--- src/rtl/exec_pkg.sv ---
// Shared constants and types for the OR, shift, move and indirect-load unit
package exec_pkg;
   localparam int DATA_W = 8;
   localparam int ADDR_W = 16;
   localparam int FILE_W = 7;
   localparam int OFF_W = 6;
   localparam int MSB = 7;
   localparam int NUM_PTR = 2;
   // File addresses that stand for the indirect access location of each pointer
   localparam logic [6:0] INDIRECT_ADDR0 = 7'h00;
   localparam logic [6:0] INDIRECT_ADDR1 = 7'h01;
   // Pointer modify mode codes
   localparam logic [1:0] MODE_PRE_INC = 2'h0;
   localparam logic [1:0] MODE_PRE_DEC = 2'h1;
   localparam logic [1:0] MODE_POST_INC = 2'h2;
   localparam logic [1:0] MODE_POST_DEC = 2'h3;
   localparam logic [15:0] PTR_STEP = 16'h0001;
   // Destination bit values
   localparam logic DEST_WORK = 1'b0;
   localparam logic DEST_FILE = 1'b1;
   // Reset values
   localparam logic [7:0] WORK_RST = 8'h00;
   localparam logic [15:0] PTR_RST = 16'h0000;
   localparam logic [7:0] ZERO_BYTE = 8'h00;

   typedef enum logic [2:0] {
      OP_OR_W_WITH_FILE = 3'b000,
      OP_LOGICAL_SHIFT_LEFT_FILE = 3'b001,
      OP_LOGICAL_SHIFT_RIGHT_FILE = 3'b010,
      OP_MOVE_FILE = 3'b011,
      OP_MOVE_INDIRECT_TO_WORK = 3'b100
   } op_e;

   typedef enum logic [1:0] {
      ST_IDLE = 2'b00,
      ST_FETCH = 2'b01,
      ST_EXEC = 2'b10
   } state_e;
endpackage : exec_pkg

--- src/rtl/or_shift_move_indirect_exec.sv ---
// Execution unit for OR, logical shifts, file move and indirect load
`timescale 1ns/1ns
`default_nettype none
module or_shift_move_indirect_exec (
   // Clock and reset
   input wire logic clk,
   input wire logic rstn,
   // Operation request from the decoder
   input wire logic op_valid,
   input wire exec_pkg::op_e op_code,
   input wire logic [exec_pkg::FILE_W-1:0] file_addr,
   input wire logic dest_sel,
   input wire logic ptr_index,
   input wire logic relative_form,
   input wire logic [1:0] pointer_modify_mode,
   input wire logic [exec_pkg::OFF_W-1:0] rel_offset,
   output logic op_ready,
   output logic op_done,
   // Direct loads of work register and pointers
   input wire logic work_load,
   input wire logic [exec_pkg::DATA_W-1:0] work_load_val,
   input wire logic ptr_load,
   input wire logic ptr_load_sel,
   input wire logic [exec_pkg::ADDR_W-1:0] ptr_load_val,
   // Data memory
   output logic mem_rd_en,
   output logic mem_wr_en,
   output logic [exec_pkg::ADDR_W-1:0] mem_addr,
   output logic [exec_pkg::DATA_W-1:0] mem_wdata,
   input wire logic [exec_pkg::DATA_W-1:0] mem_rdata,
   // Core state
   output logic [exec_pkg::DATA_W-1:0] work_reg,
   output logic carry_flag,
   output logic zero_flag,
   output logic [exec_pkg::ADDR_W-1:0] file_select_pointer0,
   output logic [exec_pkg::ADDR_W-1:0] file_select_pointer1
);
   import exec_pkg::*;

   typedef struct packed {
      state_e state;
      op_e op;
      logic dest;
      logic [DATA_W-1:0] work;
      logic carry;
      logic zero;
      logic [NUM_PTR-1:0][ADDR_W-1:0] ptr;
      logic rd;
      logic wr;
      logic [ADDR_W-1:0] addr;
      logic [DATA_W-1:0] wdata;
      logic [DATA_W-1:0] res;
      logic done;
   } exec_s;

   exec_s st_r;
   exec_s st_nxt;

   // Maps a file address onto a data address, redirecting the indirect location
   function automatic logic [ADDR_W-1:0] file_to_addr(
      input logic [FILE_W-1:0] fa,
      input logic [NUM_PTR-1:0][ADDR_W-1:0] p
   );
      logic [ADDR_W-1:0] a;
      a = {{(ADDR_W-FILE_W){1'b0}}, fa};
      if (fa == INDIRECT_ADDR0) begin
         a = p[0];
      end else if (fa == INDIRECT_ADDR1) begin
         a = p[1];
      end
      return a;
   endfunction : file_to_addr

   // Pointer after the modify mode is applied
   function automatic logic [ADDR_W-1:0] step_ptr(
      input logic [ADDR_W-1:0] p,
      input logic [1:0] m
   );
      logic [ADDR_W-1:0] q;
      q = p + PTR_STEP;
      if (m == MODE_PRE_DEC || m == MODE_POST_DEC) begin
         q = p - PTR_STEP;
      end
      return q;
   endfunction : step_ptr

   logic [ADDR_W-1:0] sel_ptr;
   logic [ADDR_W-1:0] rel_ext;
   logic [DATA_W-1:0] alu_res;
   logic alu_carry;

   assign sel_ptr = st_r.ptr[ptr_index];
   assign rel_ext = {{(ADDR_W-OFF_W){rel_offset[OFF_W-1]}}, rel_offset};

   // Result and carry from the fetched operand
   always_comb begin
      alu_res = mem_rdata;
      alu_carry = st_r.carry;
      unique case (st_r.op)
         OP_OR_W_WITH_FILE: alu_res = st_r.work | mem_rdata;
         OP_LOGICAL_SHIFT_LEFT_FILE: begin
            alu_res = {mem_rdata[MSB-1:0], 1'b0};
            alu_carry = mem_rdata[MSB];
         end
         OP_LOGICAL_SHIFT_RIGHT_FILE: begin
            alu_res = {1'b0, mem_rdata[MSB:1]};
            alu_carry = mem_rdata[0];
         end
         OP_MOVE_FILE: alu_res = mem_rdata;
         OP_MOVE_INDIRECT_TO_WORK: alu_res = mem_rdata;
      endcase
   end

   // Next-state logic
   always_comb begin
      st_nxt = st_r;
      st_nxt.rd = 1'b0;
      st_nxt.wr = 1'b0;
      st_nxt.done = 1'b0;
      if (work_load) begin
         st_nxt.work = work_load_val;
      end
      if (ptr_load) begin
         st_nxt.ptr[ptr_load_sel] = ptr_load_val;
      end
      unique case (st_r.state)
         ST_IDLE: begin
            if (op_valid) begin
               st_nxt.op = op_code;
               st_nxt.dest = dest_sel;
               st_nxt.rd = 1'b1;
               st_nxt.state = ST_FETCH;
               if (op_code == OP_MOVE_INDIRECT_TO_WORK) begin
                  st_nxt.dest = DEST_WORK;
                  if (relative_form) begin
                     st_nxt.addr = sel_ptr + rel_ext;
                  end else begin
                     st_nxt.ptr[ptr_index] = step_ptr(sel_ptr, pointer_modify_mode);
                     if (pointer_modify_mode == MODE_PRE_INC
                         || pointer_modify_mode == MODE_PRE_DEC) begin
                        st_nxt.addr = step_ptr(sel_ptr, pointer_modify_mode);
                     end else begin
                        st_nxt.addr = sel_ptr;
                     end
                  end
               end else begin
                  st_nxt.addr = file_to_addr(file_addr, st_r.ptr);
               end
            end
         end
         ST_FETCH: st_nxt.state = ST_EXEC;
         ST_EXEC: begin
            st_nxt.state = ST_IDLE;
            st_nxt.done = 1'b1;
            st_nxt.res = alu_res;
            st_nxt.zero = (alu_res == ZERO_BYTE);
            st_nxt.carry = alu_carry;
            if (st_r.dest == DEST_FILE) begin
               st_nxt.wr = 1'b1;
               st_nxt.wdata = alu_res;
            end else begin
               st_nxt.work = alu_res;
            end
         end
         default: st_nxt.state = ST_IDLE;
      endcase
   end

   // State register
   always_ff @(posedge clk or negedge rstn) begin
      if (!rstn) begin
         st_r <= '{state: ST_IDLE, op: OP_OR_W_WITH_FILE, dest: DEST_WORK,
                   work: WORK_RST, carry: 1'b0, zero: 1'b0,
                   ptr: {PTR_RST, PTR_RST}, rd: 1'b0, wr: 1'b0,
                   addr: PTR_RST, wdata: ZERO_BYTE, res: ZERO_BYTE, done: 1'b0};
      end else begin
         st_r <= st_nxt;
      end
   end

   // Outputs
   assign op_ready = (st_r.state == ST_IDLE);
   assign op_done = st_r.done;
   assign mem_rd_en = st_r.rd;
   assign mem_wr_en = st_r.wr;
   assign mem_addr = st_r.addr;
   assign mem_wdata = st_r.wdata;
   assign work_reg = st_r.work;
   assign carry_flag = st_r.carry;
   assign zero_flag = st_r.zero;
   assign file_select_pointer0 = st_r.ptr[0];
   assign file_select_pointer1 = st_r.ptr[1];

   // Checks
   logic in_exec;
   logic take_ind;
   assign in_exec = (st_r.state == ST_EXEC);
   assign take_ind = op_ready && op_valid && op_code == OP_MOVE_INDIRECT_TO_WORK
                     && !ptr_load;

   property p_or_result;
      @(posedge clk) disable iff (!rstn)
      in_exec && st_r.op == OP_OR_W_WITH_FILE && !st_r.dest && !work_load
      |=> work_reg == $past(st_r.work | mem_rdata);
   endproperty
   a_or_result: assert property (p_or_result) else $error("OR result wrong");

   property p_dest_file;
      @(posedge clk) disable iff (!rstn)
      in_exec && st_r.dest |=> mem_wr_en && mem_addr == $past(mem_addr)
      && mem_wdata == $past(alu_res);
   endproperty
   a_dest_file: assert property (p_dest_file) else $error("File write missing");

   property p_shl;
      @(posedge clk) disable iff (!rstn)
      in_exec && st_r.op == OP_LOGICAL_SHIFT_LEFT_FILE
      |=> carry_flag == $past(mem_rdata[7]) && st_r.res == {$past(mem_rdata[6:0]), 1'b0};
   endproperty
   a_shl: assert property (p_shl) else $error("Left shift wrong");

   property p_shr;
      @(posedge clk) disable iff (!rstn)
      in_exec && st_r.op == OP_LOGICAL_SHIFT_RIGHT_FILE
      |=> carry_flag == $past(mem_rdata[0]) && st_r.res == {1'b0, $past(mem_rdata[7:1])};
   endproperty
   a_shr: assert property (p_shr) else $error("Right shift wrong");

   property p_move_timing;
      @(posedge clk) disable iff (!rstn)
      op_ready && op_valid |=> mem_rd_en ##2 op_done;
   endproperty
   a_move_timing: assert property (p_move_timing) else $error("Op latency wrong");

   property p_ind_to_work;
      @(posedge clk) disable iff (!rstn)
      take_ind ##3 !work_load[*1] |-> work_reg == $past(mem_rdata, 1) && !mem_wr_en;
   endproperty
   a_ind_to_work: assert property (p_ind_to_work) else $error("Indirect load wrong");

   property p_pre_inc;
      @(posedge clk) disable iff (!rstn)
      take_ind && !relative_form && pointer_modify_mode == MODE_PRE_INC
      |=> mem_addr == $past(sel_ptr) + PTR_STEP && st_r.ptr[$past(ptr_index)] == mem_addr;
   endproperty
   a_pre_inc: assert property (p_pre_inc) else $error("Pre-increment wrong");

   property p_post_dec;
      @(posedge clk) disable iff (!rstn)
      take_ind && !relative_form && pointer_modify_mode == MODE_POST_DEC
      |=> mem_addr == $past(sel_ptr) && st_r.ptr[$past(ptr_index)] == mem_addr - PTR_STEP;
   endproperty
   a_post_dec: assert property (p_post_dec) else $error("Post-decrement wrong");

   property p_relative;
      @(posedge clk) disable iff (!rstn)
      take_ind && relative_form
      |=> mem_addr == $past(sel_ptr) + $past(rel_ext) && $stable(st_r.ptr);
   endproperty
   a_relative: assert property (p_relative) else $error("Relative form wrong");

   property p_redirect;
      @(posedge clk) disable iff (!rstn)
      op_ready && op_valid && op_code != OP_MOVE_INDIRECT_TO_WORK
      && file_addr == INDIRECT_ADDR1 |=> mem_addr == $past(st_r.ptr[1]);
   endproperty
   a_redirect: assert property (p_redirect) else $error("Indirect not redirected");

   property p_zero;
      @(posedge clk) disable iff (!rstn)
      in_exec |=> zero_flag == ((st_r.dest ? mem_wdata : work_reg) == ZERO_BYTE);
   endproperty
   a_zero: assert property (p_zero) else $error("Zero flag wrong");

   c_or_to_file: cover property (@(posedge clk) disable iff (!rstn)
      in_exec && st_r.op == OP_OR_W_WITH_FILE && st_r.dest);
   c_wrap: cover property (@(posedge clk) disable iff (!rstn)
      take_ind && !relative_form && pointer_modify_mode == MODE_PRE_INC
      && sel_ptr == 16'hFFFF);
   c_neg_offset: cover property (@(posedge clk) disable iff (!rstn)
      take_ind && relative_form && rel_offset[OFF_W-1]);
endmodule : or_shift_move_indirect_exec
`default_nettype wire

--- config.mk ---
export PLATFORM = sky130hd
export DESIGN_NAME = or_shift_move_indirect_exec
export DESIGN_NICKNAME = d
export VERILOG_FILES = /design/src/rtl/exec_pkg.sv /design/src/rtl/or_shift_move_indirect_exec.sv
export SDC_FILE = /design/constraint.sdc
export NUM_CORES = 1
export LEC_CHECK = 0
export ABC_AREA = 1
export BUFFER_PORTS_ARGS = -buffer_cell sky130_fd_sc_hd__buf_2
export CAP_MARGIN = 5
export CORE_MARGIN = 3
export CORE_UTILIZATION = 50
export DETAILED_ROUTE_END_ITERATION = 7
export GPL_TIMING_DRIVEN = 1
export PLACE_DENSITY = 0.87
export SLEW_MARGIN = 20
export SYNTH_ARGS = -nofsm -noshare
export SYNTH_HDL_FRONTEND = slang
export SYNTH_SLANG_ARGS = --single-unit
--- constraint.sdc ---
create_clock -name clk -period 2.14 [get_ports clk]
set_input_delay 0.107 -clock clk [delete_from_list [all_inputs] [get_ports clk]]
set_output_delay 0.107 -clock clk [all_outputs]
set_load 0.02 [all_outputs]
---- Word level (Yosys, flattened, before mapping) ----
Cells that the tools add are included.
operators by class
  $add $sub $neg .......................... 3
  $mul .................................... 0
  div/mod/pow operators ................... 0
  $lt $le $gt $ge ......................... 4
  equality and inequality tests ........... 11
  shift-type cells ........................ 0
  mux-type cells .......................... 34
  bitwise logic cells ..................... 1
  reduce and logical (&&, ||, !) cells .... 14
operators with widths
  cell                                                         count
  two-way mux 16 bit                                           14
  two-way mux 32 bit                                           3
  two-way mux 33 bit                                           2
  bitwise mux 32 bit                                           2
  demux 16 bit (select 1 bit)                                  2
  case mux 8 bit (4 select lines)                              1
  adder 16 x 1 -> 16 bit (second input constant)               1
  adder 16 bit                                                 1
  two-way mux 8 bit                                            2
  subtractor 16 x 1 -> 16 bit (second input constant)          1
  two-way mux 10 bit                                           1
  logical NOT 8 bit                                            1
  OR 8 bit                                                     1
  equality test 7 x 1 -> 1 bit (second input constant)         1
  logical NOT 7 bit                                            1
  equality test 3 x 2 -> 1 bit (second input constant)         2
  equality test 3 bit (second input constant)                  2
  two-way mux 6 bit                                            1
  AND reduction 2 bit                                          3
  equality test 2 x 1 -> 1 bit (second input constant)         2
  equality test 2 bit (second input constant)                  2
  logical NOT 2 bit                                            2
  less-than comparator 1 x 2 -> 1 bit (second input constant)  2
  two-way mux 1 bit                                            4
  other kinds (10)                                             13
storage, ports and cells
  bits in registers ....................... 75
  bits in latches ......................... 0
  bits in writable memories ............... 0
  memory bits (read-only) ................. 0
  bits of input ports ..................... 59
  output and inout bits ................... 70
  word-level logic and storage cells ...... 80
  memories ................................ 0

---- Longest topological paths before layout ----
  depth in word-level cells ............... 13
  mapped depth ............................ 21
  gate-level depth less buffers ........... 20

---- Worst setup path before layout ----
Ideal clock, no wire load.
  kind .................................... reg2reg
  from .................................... reg st_r (netlist bit file_select_pointer1[0])
  to ...................................... reg st_r (netlist bit mem_addr[12])
  setup time .............................. 0.117 ns
  arrival ................................. 2.106 ns
  required time ........................... 2.023 ns
  slack ................................... -0.082 ns
  stages on the path, launching flop included .. 19
  path buffers ............................ 0
  clock period less this slack ............ 2.222 ns
  cell sequence ........................... dfrtp_1 > nand2_1 > o21ai_1 > ha_1 > fa_1 > nand3_1 > a21oi_1 > nor2_1 > inv_1 > nand2_1 > nand2_1 > nand2_1 > nand3_1 > nand3_1 > nand2_1 > inv_1 > nand2_1 > nand2_1 > nand2_1
between the ends
  word-level cells in the longest chain between the ends .. 7
  elaborated cells between the ends (all ways) .. 9
  those cells by class .................... add/sub: 3; mux: 6
RTL lines
  element                                                                       line                                                                  source
  from (decl)                                                                   or_shift_move_indirect_exec.sv:56                                     exec_s st_r;
  from (signal assigned)                                                        or_shift_move_indirect_exec.sv:172                                    st_r <= '{state: ST_IDLE, op: OP_OR_W_WITH_FILE, dest: DEST_WORK,
  from (signal assigned)                                                        or_shift_move_indirect_exec.sv:177                                    st_r <= st_nxt;
  two-way mux 16 bit (not written as such) (*) (2 in series)                    or_shift_move_indirect_exec.sv:92                                     assign sel_ptr = st_r.ptr[ptr_index];
  adder 16 x 1 -> 16 bit / subtractor 16 x 1 -> 16 bit (equally long branches)  or_shift_move_indirect_exec.sv:80, or_shift_move_indirect_exec.sv:82
  two-way mux 16 bit                                                            or_shift_move_indirect_exec.sv:81                                     if (m == MODE_PRE_DEC || m == MODE_POST_DEC) begin
  two-way mux 16 bit                                                            or_shift_move_indirect_exec.sv:139                                    if (pointer_modify_mode == MODE_PRE_INC
  two-way mux 16 bit (*)                                                        or_shift_move_indirect_exec.sv:135                                    if (relative_form) begin
  two-way mux 16 bit (*)                                                        or_shift_move_indirect_exec.sv:133                                    if (op_code == OP_MOVE_INDIRECT_TO_WORK) begin
Mark *: on every way between the ends. The rest lies on a longest branch, timed or not. The select of a mux whose other input is x is not followed.
A chain may end at the register's enable or synchronous reset.

---- Worst setup path after layout ----
Same ends and word-level chain as after synthesis.

==> impl_metrics.tcl <==
set metrics [dict create \
    status "complete, but fails checks" \
    violations "setup timing" \
    rsz0062_at_grt "yes" \
    portBuffers 128 \
    setup_violations 8 \
    ys.flop_type "dfrtp_1" \
    worstPathArrival_ns 2.53 \
    nNetsFinal 1261 \
    yosysTopAreaCell "dfrtp_1" \
    drtAntennaViolNets 0 \
    power.leakage_nw 4.676 \
    first_pass_iters 6 \
    met1_usage_pct 40.22 \
    syn_nets 1070 \
    critPathKind "flip-flop to flip-flop" \
    finalCritPeriodShare_pct 105.1 \
    required_ns 2.43 \
    grtUsageMet3_pct 5.613 \
    clock_skew_ns 0.01005 \
    cts_buffer_depth 2 \
    end_kind "flip-flop" \
    dieArea_um2 14580 \
    grt_pass1_vias 7349 \
    synth_edf_count 0 \
    htree_levels 3 \
    grt_overflow_total 0 \
    synthArstFlopShare_pct 100.0 \
    start_util_pct 51.74 \
    cp_max_fo 3 \
    ys_seq_elements 75 \
    seqPwrFrac_pct 25.8 \
    grt_util_met2_pct 54.00 \
    hold_viol 0 \
    diodes 0 \
    gp_congestion 1.094 \
    drv_slew 0 \
    avgSynthCellArea_um2 6.676 \
    drc 0 \
    seq_area_frac_synth_pct 28.51 \
    die_w_um 120.7 \
    vias 7847 \
    clock_latency_ns 0.35 \
    p_total_mw 7.469 \
    hold_slack_ns 0.01192 \
    cts_buffers 9 \
    relSlewSlack_pct 44.30 \
    routed_via_density 5.795 \
    drt_iter0_drc 838 \
    fin_crit_ns 2.249 \
    clock.fmax_mhz 444.6 \
    p_int_mw 4.289 \
    cts_root_buf "clkbuf_16" \
    comb_power_share_pct 51.0 \
    grt_antenna_before_repair 0 \
    cts_tree "done" \
    clkPwrFrac_pct 23.2 \
    routed_wl_um 25020 \
    synth.top_cells.by_area "dfrtp_1 (29%), nand2_1 (17%), buf_4 (7.5%)" \
    hp-class "primary input to flip-flop" \
    finalWorstSetupSlack_ns -0.1090 \
    switchingPower_mw 3.181 \
    ys_types 52 \
    stdcell_area_um2 8882 \
    place_ws_ns -0.4265 \
    top_usage_layer "met2" \
    syn_inst 986 \
    place_area_um2 7816 \
    ir_drop_mv 0.5906 \
    synth_top_cell_area_share_pct 28.51 \
    crit_chain "nand2_2 -> o21ai_4 -> ha_4 -> fa_2 -> nand3_2 -> a21oi_2 -> nor2_2 -> inv_2 -> nand2_2 -> nand2_4 -> nand2_4 -> nand2_2 -> nand2_2 -> nand3_2 -> nand2_1 -> inv_1 -> nand2_1 -> nand2_1 -> nand2_1" \
    dp_hpwl_um 17600 \
    core_um2 12720 \
    cts.sinks 75 \
    dpl.cell_count 1318 \
    maxCapViolCount 0 \
    grt_max_degree 44 \
    clk_pin_slew_ns 0.07 \
    wire_per_inst_um 18.48 \
    num_rows 41 \
    instances_no_fill 1354 \
    p_per_area_nw_per_um2 840.9 \
    track_usage_pct 32.70 \
    grt_pass1_wl_um 37230 \
    switching_share_pct 42.58 \
    pin_count 129 \
    max_slew.worst_pin.slew_ns 0.8346 \
    slowest_stage "dfrtp_1" \
    yosys_warnings 0 \
    drive_above_1_share_pct 39.17 \
    netlist_area_um2 6583 \
    synthToLayoutAreaGrowth_pct 34.94 \
    startpoint_type "flip-flop" \
    die_h_um 120.7 \
    slowest_delay_ns 0.40 \
]
==> cells in the mapped netlist, types with 3 or more instances <==
master	instances
a21o_1	3
a21oi_1	45
a31oi_1	16
buf_2	4
buf_4	66
clkbuf_1	22
dfrtp_1	75
ha_1	24
inv_1	105
inv_2	9
mux2_2	10
mux2i_1	3
nand2_1	296
nand2_2	18
nand3_1	69
nand4_1	6
nor2_1	41
nor2_2	6
nor3_1	7
o211ai_1	8
o21ai_0	89
o21ai_1	3
o21bai_1	7
o22ai_1	4
xnor2_1	3
xor2_1	10
==> final cells by class <==
type	count	area, um2
Multi-Input combinational cell	701	4223
Fill cell	1005	3840
Sequential cell	75	1877
Timing Repair Buffer	275	1798
Inverter	115	444.2
Clock buffer	10	229.0
Tap cell	172	215.2
Clock inverter	6	96.34
==> cell families (layout without fill, tap and decap cells) <==
| logic type | Yosys count | count (layout) | synth area share, % |
|---|---|---|---|
| multiplexers | 13 | 13 | 2.167 |
| XOR/XNOR | 14 | 14 | 1.977 |
| AND/OR/NAND/NOR | 457 | 457 | 29.73 |
| adder cells (fa/ha/maj) | 25 | 25 | 4.866 |
| AO/OA/AOI/OAI | 192 | 192 | 16.59 |
| flip-flops | 75 | 75 | 28.51 |
| buffers and inverters | 210 | 406 | 16.16 |
==> layer usage <==
layer | wire, um | up-vias
met2 | 11620 | 592
met4 | 1553 | 0
met3 | 2552 | 147
met5 | 0 | -
met1 | 9295 | 3563
li1 | - | 3545
==> power groups by stage <==
stage                     Combinational (mW)  Sequential (mW)  Clock (mW)
after floorplan                         2.24             1.91           0
after global placement                  3.15             1.92           0
after detailed placement                3.23             1.94           0
after CTS                               3.47             1.92        1.73
after global routing                    4.09             1.96        1.79
final                                   3.81             1.93        1.73
==> worst max-delay path: cells and delay by family (launching register included) <==
| family | cells | cell delay (ns) |
|---|---|---|
| buffers and inverters | 2 | 0.11 |
| flip-flops | 1 | 0.40 |
| adder cells (fa/ha/maj) | 2 | 0.56 |
| AND/OR/NAND/NOR | 13 | 0.96 |
| AO/OA/AOI/OAI | 2 | 0.14 |
==> placed cells by master, fill, tap and decap left out, drive strengths merged, types with 2 or more instances in the layout <==
cell,instances
o211ai,8
o2111ai,2
and2,4
nor3,9
o21ai,94
o21bai,7
a2111oi,2
inv,117
a31oi,16
nor2,48
nand2,316
a21oi,47
nand3,71
xor2,11
buf,274
ha,24
mux2i,3
o22ai,4
nand4,6
a21o,3
bufinv,2
xnor2,3
clkbuf,10
mux2,10
o31ai,2
dfrtp,75
==> final timing paths <==
path | startpoint | to | slack, ns | cells past startpoint
setup / recovery | file_select_pointer1[0] | mem_addr[12] | -0.11 | 19
hold / removal | op_code[0] | st_r[78] | 0.01 | 3
setup reg to reg | file_select_pointer1[0] | mem_addr[12] | -0.11 | 19
hold reg to reg | st_r[82] | st_r[82] | 0.48 | 1
max in group asynchronous | rstn | mem_addr[12] | 1.21 | 3
min in group asynchronous | rstn | work_reg[3] | 0.31 | 2
==> metrics by stage <==
step                      setup TNS (ns)  utilization (%)
after global placement            -4.837            61.44
after detailed placement          -5.639            61.44
after floorplan                        0                -
after global routing              -1.894            69.82
after CTS                        -0.1250            67.05
final                            -0.4245            69.82
==> what timing repair did <==
| action | in CTS | in global routing |
|---|---|---|
| endpoints found under the setup margin | 27 | 31 |
| hold buffers | 1 | 0 |
| resized for setup | 69 | 85 |
| pin swaps | 25 | 65 |
| endpoints found under the hold margin | 42 | 0 |
| setup buffers | 9 | 10 |
No activity file was read; power rests on OpenSTA's default activity.
